### config.mk
export PLATFORM = sky130hd
export DESIGN_NAME = cba_top
export DESIGN_NICKNAME = d
export VERILOG_FILES = /design/src/core/cba_pkg.sv /design/src/core/cba_top.sv /design/src/core/cba_byte_step.sv
export VERILOG_INCLUDE_DIRS = /design/src /design/src/core
export SDC_FILE = /design/constraint.sdc
export NUM_CORES = 1
export LEC_CHECK = 0
export BUFFER_PORTS_ARGS = -buffer_cell sky130_fd_sc_hd__buf_2
export CAP_MARGIN = 20
export CORE_MARGIN = 2
export CORE_UTILIZATION = 45
export CTS_CLUSTER_DIAMETER = 80
export DETAILED_ROUTE_END_ITERATION = 10
export GPL_TIMING_DRIVEN = 0
export PLACE_DENSITY = 0.81
export SYNTH_ARGS = -nofsm -noshare
export SYNTH_HDL_FRONTEND = slang
export SYNTH_SLANG_ARGS = --single-unit
### constraint.sdc
create_clock -name clk_i -period 0.8 [get_ports clk_i]
set_input_delay 0.04 -clock clk_i [delete_from_list [all_inputs] [get_ports clk_i]]
set_output_delay 0.04 -clock clk_i [all_outputs]
set_load 0.05 [all_outputs]
### src/core/cba_defines.svh
// Purpose: named constants of the byte-wide crc accelerator
// Assumes: included by bare name from every core file that needs it
// Notes:   polynomial bits 12, 5 and 0 set; bit 16 is implicit
`ifndef CBA_DEFINES_SVH
`define CBA_DEFINES_SVH

// ************************************************************
// widths and polynomial
// ************************************************************
`define CBA_CRC_W            16
`define CBA_BYTE_W           8
`define CBA_CRC_MSB          15
`define CBA_POLY             16'h1021

// ************************************************************
// field positions of the result pair
// ************************************************************
`define CBA_HIGH_MSB         15
`define CBA_HIGH_LSB         8
`define CBA_LOW_MSB          7
`define CBA_LOW_LSB          0

// ************************************************************
// reset and fixed values
// ************************************************************
`define CBA_RESULT_RST       16'h0000
`define CBA_SEED_RECOMMENDED 8'hFF
`define CBA_INPUT_READ_VAL   8'h00
`define CBA_ZERO_BYTE        8'h00
`define CBA_ZERO_BIT         1'b0
`define CBA_SYNC_RST         2'h0
`define CBA_SYNC_SET         1'b1

`endif

### src/core/cba_pkg.sv
// Purpose: shared types of the byte-wide crc accelerator
// Assumes: cba_defines.svh is on the include path
// Notes:   types only; numbers live in the defines header
`include "cba_defines.svh"

package cba_pkg;
    typedef logic [`CBA_CRC_W-1:0]  cba_crc_t;
    typedef logic [`CBA_BYTE_W-1:0] cba_byte_t;
endpackage : cba_pkg

### src/core/cba_top.sv
// Purpose: crc accelerator behind three special function registers
// Assumes: core gives one-cycle write strobes synchronous to clk_i
// Notes:   result pair readable every cycle, no wait states
`timescale 1ns/1ns
`default_nettype none
`include "cba_defines.svh"

module cba_top
    import cba_pkg::*;
(
    input  wire logic      clk_i,
    input  wire logic      arst_n_i,
    input  wire logic      input_wr_i,
    input  wire logic      result_high_wr_i,
    input  wire logic      result_low_wr_i,
    input  wire cba_byte_t wdata_i,
    output var  cba_byte_t result_high_o,
    output var  cba_byte_t result_low_o,
    output var  cba_byte_t input_rdata_o
);

    // ************************************************************
    // reset release
    // ************************************************************
    logic [1:0] rst_sync_reg;
    logic [1:0] rst_sync_next;
    logic       rst_n;

    always_comb begin
        rst_sync_next = {rst_sync_reg[0], `CBA_SYNC_SET};
    end

    always_ff @(posedge clk_i or negedge arst_n_i) begin
        if (!arst_n_i) begin
            rst_sync_reg <= `CBA_SYNC_RST;
        end else begin
            rst_sync_reg <= rst_sync_next;
        end
    end

    assign rst_n = rst_sync_reg[1];

    // ************************************************************
    // reference step, used only by the checks below
    // ************************************************************
    function automatic cba_crc_t ref_step_f(input cba_crc_t c,
                                            input cba_byte_t d);
        cba_crc_t r;
        logic     fb;
        r = c;
        for (int i = `CBA_BYTE_W - 1; i >= 0; i--) begin
            fb = r[`CBA_CRC_MSB] ^ d[i];
            r  = {r[`CBA_CRC_MSB-1:0], `CBA_ZERO_BIT};
            if (fb) begin
                r = r ^ `CBA_POLY;
            end
        end
        return r;
    endfunction : ref_step_f

    // ************************************************************
    // remainder datapath
    // ************************************************************
    cba_crc_t crc_reg;
    cba_crc_t crc_next;
    cba_crc_t stepped;

    // the byte sequence order is software's duty; hardware just
    // folds in whatever arrives, one byte per strobe
    cba_byte_step u_step (
        .crc_i  (crc_reg),
        .data_i (wdata_i),
        .crc_o  (stepped)
    );

    always_comb begin
        crc_next = crc_reg;
        if (input_wr_i) begin
            crc_next = stepped;
        end
        // a seed write wins over a same-cycle byte for its half,
        // while the byte step still updates the other half
        if (result_high_wr_i) begin
            crc_next[`CBA_HIGH_MSB:`CBA_HIGH_LSB] = wdata_i;
        end
        if (result_low_wr_i) begin
            crc_next[`CBA_LOW_MSB:`CBA_LOW_LSB] = wdata_i;
        end
    end

    always_ff @(posedge clk_i or negedge rst_n) begin
        if (!rst_n) begin
            crc_reg <= `CBA_RESULT_RST;
        end else begin
            crc_reg <= crc_next;
        end
    end

    // ************************************************************
    // register read side
    // ************************************************************
    // read straight from the remainder flops, so the value
    // is there on the cycle after the write, no extra stage
    assign result_high_o = crc_reg[`CBA_HIGH_MSB:`CBA_HIGH_LSB];
    assign result_low_o  = crc_reg[`CBA_LOW_MSB:`CBA_LOW_LSB];
    // write-only register: a read returns a fixed filler
    assign input_rdata_o = `CBA_INPUT_READ_VAL;

    // ************************************************************
    // checks
    // ************************************************************
    // bitwise model of one step; the checks compare against it
    // rather than against the unrolled network they guard
    cba_crc_t ref_stepped;
    assign ref_stepped = ref_step_f(crc_reg, wdata_i);

    logic any_wr;
    assign any_wr = input_wr_i | result_high_wr_i | result_low_wr_i;

    a_hold_idle: assert property (
        @(posedge clk_i) disable iff (!rst_n)
        !any_wr |=> $stable(crc_reg)
    ) else $error("remainder changed without a write");

    a_byte_step: assert property (
        @(posedge clk_i) disable iff (!rst_n)
        (input_wr_i && !result_high_wr_i && !result_low_wr_i)
        |=> crc_reg == ref_step_f($past(crc_reg), $past(wdata_i))
    ) else $error("byte step gave a wrong remainder");

    a_high_map: assert property (
        @(posedge clk_i) disable iff (!rst_n)
        (input_wr_i && !result_high_wr_i)
        |=> result_high_o == $past(ref_stepped[`CBA_HIGH_MSB:`CBA_HIGH_LSB])
    ) else $error("high result not remainder bits 15..8");

    a_low_map: assert property (
        @(posedge clk_i) disable iff (!rst_n)
        (input_wr_i && !result_low_wr_i)
        |=> result_low_o == $past(ref_stepped[`CBA_LOW_MSB:`CBA_LOW_LSB])
    ) else $error("low result not remainder bits 7..0");

    a_seed_high: assert property (
        @(posedge clk_i) disable iff (!rst_n)
        result_high_wr_i |=> result_high_o == $past(wdata_i)
    ) else $error("high seed not stored");

    a_seed_low: assert property (
        @(posedge clk_i) disable iff (!rst_n)
        (result_low_wr_i && !input_wr_i && !result_high_wr_i)
        |=> result_low_o == $past(wdata_i) && $stable(result_high_o)
    ) else $error("low seed not stored or high disturbed");

    a_check_high: assert property (
        @(posedge clk_i) disable iff (!rst_n)
        (input_wr_i && !result_high_wr_i && !result_low_wr_i
         && wdata_i == result_high_o)
        |=> result_high_o == $past(result_low_o)
            && result_low_o == `CBA_ZERO_BYTE
    ) else $error("first check byte did not cancel high half");

    a_check_pair: assert property (
        @(posedge clk_i) disable iff (!rst_n)
        (input_wr_i && !result_high_wr_i && !result_low_wr_i
         && wdata_i == result_high_o)
        ##1 (input_wr_i && !result_high_wr_i && !result_low_wr_i
             && wdata_i == result_high_o)
        |=> crc_reg == `CBA_RESULT_RST
    ) else $error("check pair did not leave zero remainder");

    a_reset_clear: assert property (
        @(posedge clk_i)
        $rose(rst_n) |-> crc_reg == `CBA_RESULT_RST
                         && input_rdata_o == `CBA_INPUT_READ_VAL
    ) else $error("result pair not cleared by reset");

    // ************************************************************
    // collision, network, idle-hold and reset-window checks
    // ************************************************************
    // the unrolled network must agree with the plain bit loop
    a_step_net: assert property (
        @(posedge clk_i) disable iff (!rst_n)
        input_wr_i |-> stepped == ref_stepped
    ) else $error("unrolled step differs from bitwise step");

    // a same-cycle seed owns its byte, the byte step keeps the other
    a_collide_high: assert property (
        @(posedge clk_i) disable iff (!rst_n)
        (input_wr_i && result_high_wr_i && !result_low_wr_i)
        |=> result_high_o == $past(wdata_i)
        && result_low_o == $past(ref_stepped[`CBA_LOW_MSB:`CBA_LOW_LSB])
    ) else $error("high seed lost against same-cycle byte");

    a_collide_low: assert property (
        @(posedge clk_i) disable iff (!rst_n)
        (input_wr_i && result_low_wr_i && !result_high_wr_i)
        |=> result_low_o == $past(wdata_i)
        && result_high_o == $past(ref_stepped[`CBA_HIGH_MSB:`CBA_HIGH_LSB])
    ) else $error("low seed lost against same-cycle byte");

    // outputs come straight from flops, so idle must mean still
    a_result_stand: assert property (
        @(posedge clk_i) disable iff (!rst_n)
        !any_wr |=> $stable(result_high_o) && $stable(result_low_o)
    ) else $error("result register changed without a write");

    // strobes while the reset or its two sync cycles last are dropped
    a_reset_hold: assert property (
        @(posedge clk_i)
        !rst_n |-> crc_reg == `CBA_RESULT_RST
    ) else $error("result pair moved while reset held");

endmodule : cba_top
`default_nettype wire

### src/core/cba_byte_step.sv
// Purpose: advance a 16-bit crc remainder by one message byte
// Assumes: purely combinational, used once per written byte
// Notes:   galois form, bit 7 of the byte enters first
`timescale 1ns/1ns
`default_nettype none
`include "cba_defines.svh"

module cba_byte_step
    import cba_pkg::*;
(
    input  wire cba_crc_t  crc_i,
    input  wire cba_byte_t data_i,
    output var  cba_crc_t  crc_o
);

    // ************************************************************
    // eight unrolled shift stages
    // ************************************************************
    cba_crc_t stage [0:`CBA_BYTE_W];

    assign stage[0] = crc_i;

    genvar g;
    generate
        for (g = 0; g < `CBA_BYTE_W; g = g + 1) begin : g_bit
            logic fb;
            // msb of the byte meets the register msb first
            assign fb = stage[g][`CBA_CRC_MSB] ^ data_i[`CBA_BYTE_W-1-g];
            // feedback folded into the inner taps 12, 5 and 0
            assign stage[g+1] = {stage[g][`CBA_CRC_MSB-1:0], `CBA_ZERO_BIT}
                              ^ (fb ? `CBA_POLY : `CBA_RESULT_RST);
        end
    endgenerate

    assign crc_o = stage[`CBA_BYTE_W];

endmodule : cba_byte_step
`default_nettype wire

# Word-level counts from Yosys, hierarchy flattened
# Cells that the tools add are included.
# classes
muxes	11
n_bitwise	16
n_reduce_logical	2
# op_table
operator	n
16-bit XOR	8
13-bit two-way mux	8
16-bit two-way mux	1
8-bit two-way mux	2
1-bit XOR	8
2-bit nonzero test	2
# totals
register_bits	18
inputBits	13
out_inout_bits	24
word_cells	32

# Logic depth before layout (Yosys ltp)
# Gate-level depths: netlist of the first run.
# logic_depth
depth_word	26
depth_mapped	5
ltp_nobuf	4

# Cells and area by module
# A second synthesis of the first run with hierarchy kept.
# hier_totals
cells_unflattened	110
area_unflattened_um2	1285.0
# modules_own_cells
module	instances	cells_per_inst	area_per_inst_um2
cba_top	1	80	859.6
cba_byte_step	1	30	425.4

# Worst setup path after synthesis of the first run
# OpenSTA, ideal clock, no wires.
# synth_path
kind	reg-to-reg
start	reg crc_reg[12]
end	reg crc_reg[5]
arrival_time_ns	1.639
required_time_ns	0.679
slack_ns	-0.960
path_stages_with_launch	5
n_path_buf	0
path_cell_list	dfrtp_1 > xor2_2 > xor3_1 > o22a_1 > o22a_1
# synth_between
elab_chain_cells	14
# synth_lines
item	line	text
start: declaration	cba_top.sv:64	cba_crc_t crc_reg;
start signal: assignment	cba_top.sv:93	crc_reg <= `CBA_RESULT_RST;
start signal: assignment	cba_top.sv:95	crc_reg <= crc_next;
16-bit XOR (3 in a row)	cba_byte_step.sv:30	assign stage[g+1] = {stage[g][`CBA_CRC_MSB-1:0], `CBA_ZERO_BIT}
1-bit XOR	cba_byte_step.sv:28	assign fb = stage[g][`CBA_CRC_MSB] ^ data_i[`CBA_BYTE_W-1-g];
13-bit two-way mux (no source line)	-	
16-bit XOR (4 in a row)	cba_byte_step.sv:30	
1-bit XOR	cba_byte_step.sv:28	
13-bit two-way mux (no source line)	-	
16-bit XOR	cba_byte_step.sv:30	
16-bit two-way mux	cba_top.sv:78	if (input_wr_i) begin
8-bit two-way mux	cba_top.sv:86	if (result_low_wr_i) begin
# No other way between the ends. The select of a mux whose other input is x is not followed.
# A chain may end at the register's enable or synchronous reset.

# Worst setup path in the final report of the first run
# layout_path
start	reg crc_reg[9]
end	reg crc_reg[6]
# layout_between
elab_chain_cells	12
# layout_lines
item	line
16-bit XOR (6 in a row)	cba_byte_step.sv:30
1-bit XOR	cba_byte_step.sv:28
13-bit two-way mux (no source line)	-
16-bit XOR (2 in a row)	cba_byte_step.sv:30
16-bit two-way mux	cba_top.sv:78
8-bit two-way mux	cba_top.sv:86
# No other way between the ends. The select of a mux whose other input is x is not followed.

==> results.txt, run 1 <==
----------------------------------------------------
[Run status]
  Status ... complete, but fails checks
  Failing checks ... negative setup slack

[Synth]
  Distinct cells, synth ... 25
  Largest cells by area after synthesis ... sky130_fd_sc_hd__dfrtp_1 39%, sky130_fd_sc_hd__xnor2_1 11%, sky130_fd_sc_hd__mux2i_1 6.1%
  Warnings, synthesis ... 0
  Post-synthesis instance area ... 1150 um2
  Sequential area share after synthesis ... 39.3%
  Avg Synthesized Cell Area ... 10.2 um2
  Number of instances in the synthesized netlist ... 112
  Synth area leader ... sky130_fd_sc_hd__dfrtp_1
  Share of Yosys cell area claimed by the top area cell type ... 39.3%
  Register bit count reported by yosys ... 18

[Layout]
  Post-route standard cell area excluding fillers ... 1770 um2
  Total inserted antenna cells ... 0
  Number of flip-flops under the largest register name ... 16
  Filler Cells Inserted ... 172
  Most frequent standard cell in the layout excluding fill and tap cells ... sky130_fd_sc_hd__buf_6
  Number of nets in the layout ... 174
  Commonest non-fill, non-tap cells in the layout ... 17 x sky130_fd_sc_hd__buf_6, 12 x sky130_fd_sc_hd__buf_2, 12 x sky130_fd_sc_hd__buf_4
  Share of cells above drive strength 1 ... 47.5%
  Area Growth Syn to Fin ... 54.7%
  Post-Layout Cell Count ... 190

[Drt]
  Total number of vias ... 986
  Number of nets with antenna violations after detailed routing ... 0
  DRC violations left ... 0
  Total detailed-routing wirelength ... 2810 um
  Drt pass-1 iters ... 4
  Routed wire length per instance ... 14.8 um
  Starting DRC count in detailed routing ... 11
  Via density per instance ... 5.19

[Timing]
  Final hold violations ... 0
  Worst-margin pin slew ... 531 ps
  Maximum clock rate ... 672 MHz
  Final number of setup-violating endpoints ... 32
  Final period demand of the worst path ... 1490 ps
  Final clock skew ... 5.88 ps
  Setup repair after global routing missed its margin ... true
  Count of final max-slew check failures ... 0
  Max-slew headroom ... 64.6%
  Min setup slack post-route ... -687 ps
  Final clock period utilization by the worst path ... 186%

[Power]
  Leakage power figure ... 0.805 nW
  Maximum resistive drop on vdd ... 1780 uV
  PD cells ... 2920 nW/um2

[Critical path]
  Worst Setup EP ... crc_reg[6]
  Setup slack, reg-to-reg ... -690 ps
  Arrival time of the worst setup path ... 1700 ps
  Reg-to-reg startpoint ... crc_reg[9]
  Cell with the largest stage delay on the worst path ... sky130_fd_sc_hd__dfrtp_2
  Cells along the critical path ... xnor2_4 > xnor3_1 > o22a_1 > o22a_2
  Critical Path Fanout Max ... 2
  Crit path capture type ... register
  Type of the worst setup path ... reg2reg
  FF-to-FF path depth ... 4
  Required time of the worst setup path ... 1010 ps
  Type of origin of the critical path ... register
  Biggest cell delay along the critical path ... 460 ps
  Worst setup path start ... crc_reg[9]
  Endpoint of the lowest-slack register-to-register path ... crc_reg[6]

[Place]
  Post-placement cell area ... 1410 um2
  HPWL Detailed ... 1840 um
  RePlAce Congestion ... 0.786
  # port buffers ... 26
  Post-Place Cells ... 175

[Die]
  Die X-Extent ... 54.5 um
  Number of rows created at floorplan ... 18
  Vertical die dimension ... 54.5 um
  Initial standard-cell utilization of the core ... 46.7%
  Floorplan Core Area ... 2450 um2
  Top-level I/O count ... 37
  Die Outline Area ... 2970 um2

[Global route]
  GRT Util Overall ... 21.0%
  First-pass GRT wire length ... 4360 um
  Largest net degree at the start of global routing ... 17
  Via count of the first global-routing pass ... 971
  Gr ovfl total ... 0
  Antenna violations before repair ... 0

[Clock network]
  TritonCTS Sinks ... 18
  Inserted Clock Buffers ... 3
  Total number of H-tree levels ... 1
  CTS tree ... yes
  Clock edge transition at the registers on the reported setup and hold paths ... 100 ps
  Worst-case clock buffer depth ... 2
  Clock network latency to the later pin of the worst-skew pair ... 310 ps
  Cell at the root of the clock tree ... sky130_fd_sc_hd__clkbuf_4

[Flow run]
  Max-cap viol count ... 0

[Worst hold path]
  Min-delay worst type ... in2reg

----------------------------------------------------
[worst min path at each step]
stage / from / to / slack, ps / cells after the start
5_1_grt: arst_n_i / rst_sync_reg[1] / 20 / 2
6_report: wdata_i[2] / crc_reg[2] / 10 / 3
4_1_cts: wdata_i[2] / crc_reg[2] / 8 / 3
2_1_floorplan: arst_n_i / rst_sync_reg[0] / -260 / 0
3_3_place_gp: arst_n_i / rst_sync_reg[0] / -180 / 1
3_5_place_dp: arst_n_i / rst_sync_reg[0] / -170 / 1
[logic make-up after synthesis]
| logic type | synth area share (%) |
|---|---|
| xor+xnor | 24.0 |
| other cells | 0.655 |
| buf+inv | 7.64 |
| mux | 6.11 |
| simple gates | 6.88 |
| flops | 39.3 |
| compound gates | 15.4 |
[layout make-up]
cell class / count / area [um2] / area share, %
Inverter: 1 / 3.75 / 0.212
Tap cell: 30 / 37.5 / 2.12
Multi-Input combinational cell: 86 / 807 / 45.5
Clock buffer: 4 / 36.3 / 2.05
Sequential cell: 18 / 463 / 26.1
Timing Repair Buffer: 37 / 342 / 19.3
Buffer: 14 / 83.8 / 4.73
[synth_stat cells]
library cell and count:
sky130_fd_sc_hd__xor2_1 4, sky130_fd_sc_hd__buf_4 8, sky130_fd_sc_hd__o22a_2 1, sky130_fd_sc_hd__xnor2_1 14
sky130_fd_sc_hd__dfrtp_1 18, sky130_fd_sc_hd__buf_2 1, sky130_fd_sc_hd__xor3_1 1, sky130_fd_sc_hd__a22oi_1 1
sky130_fd_sc_hd__nand2_1 10, sky130_fd_sc_hd__nor3b_1 3, sky130_fd_sc_hd__a21oi_1 8, sky130_fd_sc_hd__o21ai_0 12
sky130_fd_sc_hd__buf_1 1, sky130_fd_sc_hd__xnor3_1 2, sky130_fd_sc_hd__xnor2_2 2, sky130_fd_sc_hd__inv_1 1
sky130_fd_sc_hd__clkbuf_1 4, sky130_fd_sc_hd__o22a_1 6, sky130_fd_sc_hd__xor2_2 1, sky130_fd_sc_hd__nand2b_1 1
sky130_fd_sc_hd__conb_1 2, sky130_fd_sc_hd__mux2i_1 7, sky130_fd_sc_hd__a31oi_1 1, sky130_fd_sc_hd__nor2_1 2
sky130_fd_sc_hd__nor3_1 1
[report_power, final]
| part | internal [mW] | switching, mW |
|---|---|---|
| logic | 1.55 | 1.62 |
| clock network | 0.278 | 0.295 |
| registers | 1.12 | 0.318 |
| total | 2.95 | 2.23 |
[worst max-delay path: cells and delay by family (launching register included)]
family          cells  cell delay (ps)
xor+xnor            2              570
compound gates      2              360
flops               1              460
[metal layers]
| metal | up-vias | wire [um] | share of wire, % | GRT usage (%) |
|---|---|---|---|---|
| met5 | - | 0 | 0 | 0 |
| met4 | 0 | 24 | 0.85 | 9.17 |
| met3 | 3 | 135 | 4.8 | 5.46 |
| met2 | 28 | 1530 | 55 | 35.5 |
| met1 | 488 | 1120 | 40 | 25.0 |
| li1 | 467 | - | - | - |
[per-stage QoR]
| step | hold WS, ps | power [mW] | setup WS [ps] | util [%] | setup TNS [ps] |
|---|---|---|---|---|---|
| after floorplan | -256 | 3.30 | -709 | - | -8010 |
| after global placement | -175 | 3.70 | -627 | 57.3 | -7160 |
| after detailed placement | -171 | 3.75 | -651 | 57.3 | -7530 |
| after CTS | 8.15 | 4.94 | -670 | 69.4 | -9950 |
| after global routing | 16.3 | 5.45 | -763 | 72.2 | -11840 |
| final | 10.5 | 5.18 | -687 | 72.2 | -10200 |
[what timing repair did]
item | in CTS | in global routing
pin swaps | 10 | 4
setup endpoints to repair | 32 | 48
hold buffers | 2 | 0
resized for setup | 48 | 12
buffers inserted | 6 | 5
hold endpoints to repair | 3 | 0
(Power assumes the default switching activity.)
==> run 2, diff against run 1 <==
BUFFER_PORTS_ARGS = default   (was -buffer_cell sky130_fd_sc_hd__buf_2)
CORE_UTILIZATION = 55   (was 45)
DONT_BUFFER_PORTS = 1   (was default)
PLACE_DENSITY = 0.71   (was 0.81)
==> results.txt, run 2 (same netlist as run 1, synthesis figures left out) <==
----------------------------------------------------
[Place]
  Post-placement cell area ... 1270 um2 (-9.5%)
  HPWL Detailed ... 1840 um (-0.20%)
  Place WS ... -786 ps (-135 ps)
  RePlAce Congestion ... 0.742 (-5.6%)
  # port buffers ... 0 (-100%)

[Clock network]
  Cell at the root of the clock tree ... sky130_fd_sc_hd__clkbuf_4
  TritonCTS Sinks ... 18 (unchanged)
  Worst-case clock buffer depth ... 2 (unchanged)
  Total number of H-tree levels ... 1 (unchanged)
  CTS tree ... yes
  Clock edge transition at the registers on the reported setup and hold paths ... 100 ps (about the same)
  Clock network latency to the later pin of the worst-skew pair ... 290 ps (-20 ps)
  Inserted Clock Buffers ... 3 (unchanged)

[Timing]
  Setup repair after global routing missed its margin ... true
  Setup TNS ... -11070 ps (-878 ps)
  Final clock skew ... 6.13 ps (+0.249 ps)
  Min setup slack post-route ... -787 ps (-100 ps)
  Final period demand of the worst path ... 1590 ps (+100 ps)
  Count of final max-slew check failures ... 0 (unchanged)
  Maximum clock rate ... 630 MHz (-6.3%)
  Final hold violations ... 0 (unchanged)
  Final clock period utilization by the worst path ... 198% (+13 points)
  Final number of setup-violating endpoints ... 32 (unchanged)

[Layout]
  Filler Cells Inserted ... 149 (-13%)
  Number of flip-flops under the largest register name ... 16 (unchanged)
  Post-route standard cell area excluding fillers ... 1520 um2 (-14%)
  Register Area ... 482 um2 (+4.1%)
  Number of nets in the layout ... 150 (-14%)
  Most frequent standard cell in the layout excluding fill and tap cells ... sky130_fd_sc_hd__dfrtp_2
  Share of cells above drive strength 1 ... 33.8% (-14 points)
  Total inserted antenna cells ... 0 (unchanged)
  Area Growth Syn to Fin ... 32.4%
  Commonest non-fill, non-tap cells in the layout ... 13 x sky130_fd_sc_hd__dfrtp_2, 11 x sky130_fd_sc_hd__dlygate4sd3_1, 10 x sky130_fd_sc_hd__nand2_1, 10 x sky130_fd_sc_hd__buf_4
  Area taken by multi-input logic gates ... 753 um2 (-6.7%)

[Critical path]
  Type of the worst setup path ... reg2reg
  FF-to-FF path depth ... 4 (unchanged)
  Required time of the worst setup path ... 1000 ps (about the same)
  Critical Path Fanout Max ... 3 (+1)
  Arrival time of the worst setup path ... 1780 ps (+80 ps)
  Cells along the critical path ... xnor2_2 > xnor3_1 > o22a_1 > o22a_2
  Cell with the largest stage delay on the worst path ... sky130_fd_sc_hd__dfrtp_2
  Biggest cell delay along the critical path ... 550 ps (+90 ps)
  Crit path capture type ... register
  Type of origin of the critical path ... register

[Drt]
  DRC violations left ... 0 (unchanged)
  Routed wire length per instance ... 16.3 um (+10%)
  Drt pass-1 iters ... 4 (unchanged)
  Via density per instance ... 5.34 (+3.0%)
  Starting DRC count in detailed routing ... 10 (-1)
  Total number of vias ... 871 (-12%)
  Number of nets with antenna violations after detailed routing ... 0 (unchanged)
  Total detailed-routing wirelength ... 2660 um (-5.3%)

[Global route]
  Largest net degree at the start of global routing ... 17 (unchanged)
  Antenna violations before repair ... 0 (unchanged)
  GRT Util Overall ... 23.5% (+2.5 points)
  Via count of the first global-routing pass ... 930 (-4.2%)
  First-pass GRT wire length ... 4280 um (-1.7%)
  Gr ovfl total ... 0 (unchanged)

[Power]
  PD cells ... 2870 nW/um2 (-1.7%)
  Maximum resistive drop on vdd ... 1950 uV (+9.7%)
  Leakage power figure ... 0.631 nW (-22%)
  Total power ... 4.35 mW (-16%)

[Die]
  Floorplan Core Area ... 1960 um2 (-20%)
  Die X-Extent ... 49.7 um (-8.8%)
  Vertical die dimension ... 49.7 um (-8.8%)
  Initial standard-cell utilization of the core ... 58.4% (+12 points)
  Number of rows created at floorplan ... 16 (-2)
  Top-level I/O count ... 37 (unchanged)
  Die Outline Area ... 2470 um2 (-17%)

[Run status]
  Status ... complete, but fails checks
  Failing checks ... negative setup slack

[Worst hold path]
  Hold path cells ... 2 (-1)
  Min-delay worst type ... in2reg

[Flow run]
  Max-cap viol count ... 0 (unchanged)

----------------------------------------------------
==> run 2: cell types whose count changed in the layout (fill, tap and decap cells not counted), moves of 3 or more <==
| cell | change |
|---|---|
| sky130_fd_sc_hd__dlygate4sd3_1 | +9 |
| sky130_fd_sc_hd__buf_2 | -11 |
| sky130_fd_sc_hd__xnor2_1 | +4 |
| sky130_fd_sc_hd__dfrtp_2 | +3 |
| sky130_fd_sc_hd__xnor2_2 | -3 |
| sky130_fd_sc_hd__buf_8 | -3 |
| sky130_fd_sc_hd__buf_6 | -17 |
| sky130_fd_sc_hd__dfrtp_4 | +4 |
| sky130_fd_sc_hd__dfrtp_1 | -7 |
==> run 2: stage by stage <==
stage | hold WS (ps) | instances | util [%]
floorplan | -256 | 119 | -
CTS | 16.7 | 163 | 76.3
global route | 26.4 | 163 | 77.4
detailed placement | -256 | 146 | 64.9
finish | 27.2 | 163 | 77.4
global placement | -256 | 146 | 64.9
==> run 2: cell type report <==
cell class | instances | area share (%)
plain buffers | 14 | 5.52
clock buffers | 4 | 2.39
inverters | 1 | 0.247
multi-input cells | 86 | 49.6
flip-flops and latches | 18 | 31.7
well taps | 27 | 2.23
repair buffers | 13 | 8.24
==> run 2: timing repair <==
| action | CTS | global route |
|---|---|---|
| endpoints found under the setup margin | 41 | 32 |
| gates cloned | 0 | 0 |
| resized for setup | 21 | 4 |
| hold buffers | 11 | 0 |
| endpoints found under the hold margin | 18 | 0 |
| buffers inserted | 2 | 0 |
| pin swaps | 10 | 4 |
==> run 2: critical path, delay by kind of cell (launching register included) <==
| family | cells | cell delay, ps |
|---|---|---|
| xor gates and xnor gates | 2 | 600 |
| DFF | 1 | 550 |
| AOI/OAI and AO/OA | 2 | 340 |
==> run 2: routing by layer <==
metal	vias up	global-route usage, %	wire length, um
li1	412	-	-
met2	25	39.1	1360
met4	0	6.94	22
met1	430	29.8	1120
met3	4	6.36	161
met5	-	0	0
==> run 2: power by group <==
group          total, mW  internal (mW)  switching, mW
clock              0.558          0.277          0.281
sequential          2.12           1.15          0.966
combinational       1.68          0.968          0.712
==> run 2: final timing paths <==
check	slack, ps	from	endpoint
min	30	wdata_i[4]	crc_reg[4]
min reg2reg	180	rst_sync_reg[1]	crc_reg[13]
max	-790	crc_reg[9]	crc_reg[6]
max in group asynchronous	130	arst_n_i	rst_sync_reg[1]
min in group asynchronous	180	rst_sync_reg[1]	crc_reg[13]
max reg2reg	-790	crc_reg[9]	crc_reg[6]
==> run 3, diff against run 2 <==
CORE_UTILIZATION = 65   (was 55)
PLACE_DENSITY = 0.79   (was 0.71)
clock period = 2.1 ns   (was 0.8 ns; I/O delays follow)
==> results.txt, run 3 (same netlist as run 1, synthesis figures left out) <==
----------------------------------------------------
[Drt]
  Routed wire length per instance ... 16.2 um (-0.89%)
  Via density per instance ... 5.67 (+6.2%)
  Number of nets with antenna violations after detailed routing ... 0 (unchanged)
  Starting DRC count in detailed routing ... 13 (+3)
  Total detailed-routing wirelength ... 2430 um (-8.8%)
  Drt pass-1 iters ... 4 (unchanged)
  Total number of vias ... 851 (-2.3%)
  DRC violations left ... 0 (unchanged)

[Timing]
  Final clock skew ... 4.89 ps (-1.24 ps)
  Final hold violations ... 0 (unchanged)
  Max-slew headroom ... 55.1%
  Setup repair after global routing missed its margin ... false
  Setup TNS ... 0 ps (+11070 ps)
  Final period demand of the worst path ... 1900 ps (+317 ps)
  Final clock period utilization by the worst path ... 90.7% (-110 points)
  Worst-margin pin slew ... 674 ps
  Min setup slack post-route ... 196 ps (+983 ps)
  Maximum clock rate ... 525 MHz (-17%)
  Final number of setup-violating endpoints ... 0 (-100%)
  Count of final max-slew check failures ... 0 (unchanged)

[Die]
  Number of rows created at floorplan ... 15 (-1)
  Top-level I/O count ... 37 (unchanged)
  Floorplan Core Area ... 1690 um2 (-14%)
  Die X-Extent ... 46.0 um (-7.4%)
  Die Outline Area ... 2120 um2 (-14%)
  Initial standard-cell utilization of the core ... 67.9% (+9.4 points)
  Vertical die dimension ... 46.0 um (-7.4%)

[Critical path]
  Type of the worst setup path ... reg2reg
  Type of origin of the critical path ... register
  Cells along the critical path ... xor2_2 > xor3_1 > o22a_1 > o22a_1
  Library cell appearing most often on the critical path ... sky130_fd_sc_hd__o22a_1
  Biggest cell delay along the critical path ... 750 ps (+200 ps)
  Crit path capture type ... register
  Worst setup path start ... crc_reg[12]
  Endpoint of the lowest-slack register-to-register path ... crc_reg[5]
  Critical Path Fanout Max ... 4 (+1)
  Cell with the largest stage delay on the worst path ... sky130_fd_sc_hd__dfrtp_1
  Required time of the worst setup path ... 2310 ps (+1310 ps)
  FF-to-FF path depth ... 4 (unchanged)
  Reg-to-reg startpoint ... crc_reg[12]
  Arrival time of the worst setup path ... 2110 ps (+330 ps)
  Setup slack, reg-to-reg ... 200 ps (+980 ps)

[Global route]
  Largest net degree at the start of global routing ... 17 (unchanged)
  First-pass GRT wire length ... 3860 um (-9.8%)
  Via count of the first global-routing pass ... 862 (-7.3%)
  Gr ovfl total ... 0 (unchanged)
  Antenna violations before repair ... 0 (unchanged)
  GRT Util Overall ... 26.3% (+2.8 points)

[Place]
  HPWL Detailed ... 1670 um (-9.0%)
  # port buffers ... 0 (unchanged)
  Place WS ... 218 ps (+1000 ps)
  RePlAce Congestion ... 0.785 (+5.8%)

[Clock network]
  Clock network latency to the later pin of the worst-skew pair ... 310 ps (+20 ps)
  Clock edge transition at the registers on the reported setup and hold paths ... 110 ps (about the same)
  CTS tree ... yes
  TritonCTS Sinks ... 18 (unchanged)
  Cell at the root of the clock tree ... sky130_fd_sc_hd__clkbuf_4
  Inserted Clock Buffers ... 3 (unchanged)
  Setup repair bufs after CTS ... 0 (-2)
  Total number of H-tree levels ... 1 (unchanged)
  Worst-case clock buffer depth ... 2 (unchanged)

[Flow run]
  Max-cap viol count ... 0 (unchanged)

[Layout]
  Filler Cells Inserted ... 115 (-23%)
  Area Growth Syn to Fin ... 16.0%
  Number of nets in the layout ... 147 (-2.0%)
  Most frequent standard cell in the layout excluding fill and tap cells ... sky130_fd_sc_hd__dfrtp_1
  Total inserted antenna cells ... 0 (unchanged)
  Number of flip-flops under the largest register name ... 16 (unchanged)
  Share of cells above drive strength 1 ... 12.8% (-21 points)
  Commonest non-fill, non-tap cells in the layout ... 18 x sky130_fd_sc_hd__dfrtp_1, 14 x sky130_fd_sc_hd__xnor2_1, 12 x sky130_fd_sc_hd__o21ai_0

[Power]
  PD cells ... 1150 nW/um2 (-60%)
  Leakage power figure ... 0.597 nW (-5.3%)
  Maximum resistive drop on vdd ... 905 uV (-54%)

[Run status]
  Status ... complete, no violations

[Worst hold path]
  Min-delay worst type ... in2async

----------------------------------------------------
## run 3: metrics by stage
stage	std cells	power (mW)	hold WS [ps]	cell area, um2	util [%]
floorplan	119	1.21	-191	1170	-
global placement	136	1.27	-191	1190	70.7
detailed placement	136	1.29	-191	1190	70.7
CTS	150	1.52	18.9	1330	78.7
global route	150	1.61	14.8	1330	78.7
finish	150	1.53	12.2	1330	78.7
## run 3: what timing repair did
action | in CTS | in global routing
endpoints found under the hold margin | 18 | 0
resized for setup | 0 | 0
hold buffers | 10 | 0
## run 3: layout make-up
type | instances | area [um2] | area share, %
Timing Repair Buffer | 10 | 100 | 7.53
Clock buffer | 4 | 36.3 | 2.73
Inverter | 1 | 3.75 | 0.282
Multi-Input combinational cell | 86 | 634 | 47.7
Tap cell | 17 | 21.3 | 1.60
Buffer | 14 | 83.8 | 6.30
Sequential cell | 18 | 450 | 33.9
## run 3: power by group
part	leakage [nW]	switching [mW]	internal [mW]	total (mW)
logic	0.363	0.241	0.303	0.544
clock network	0.0210	0.117	0.106	0.223
registers	0.213	0.348	0.412	0.759
## run 3: worst max-delay path by stage
| stage | cells past startpoint | endpoint |
|---|---|---|
| 2_1_floorplan | 4 | crc_reg[5] |
| 4_1_cts | 4 | crc_reg[5] |
| 6_report | 4 | crc_reg[5] |
| 5_1_grt | 4 | crc_reg[5] |
| 3_3_place_gp | 4 | crc_reg[5] |
| 3_5_place_dp | 4 | crc_reg[5] |
## run 3: worst max-delay path, delay by kind of cell, from the launching register on
kind	cells	cell delay (ps)
xor+xnor	2	700
flops	1	750
compound gates	2	360
## run 3: layer usage
layer  wire (um)  global-route usage (%)  part of all wire (%)
met1        1010                    32.0                    42
met2        1230                    45.3                    51
met3         142                    5.56                   5.9
met4          44                    9.14                   1.8
met5           0                       0                     0
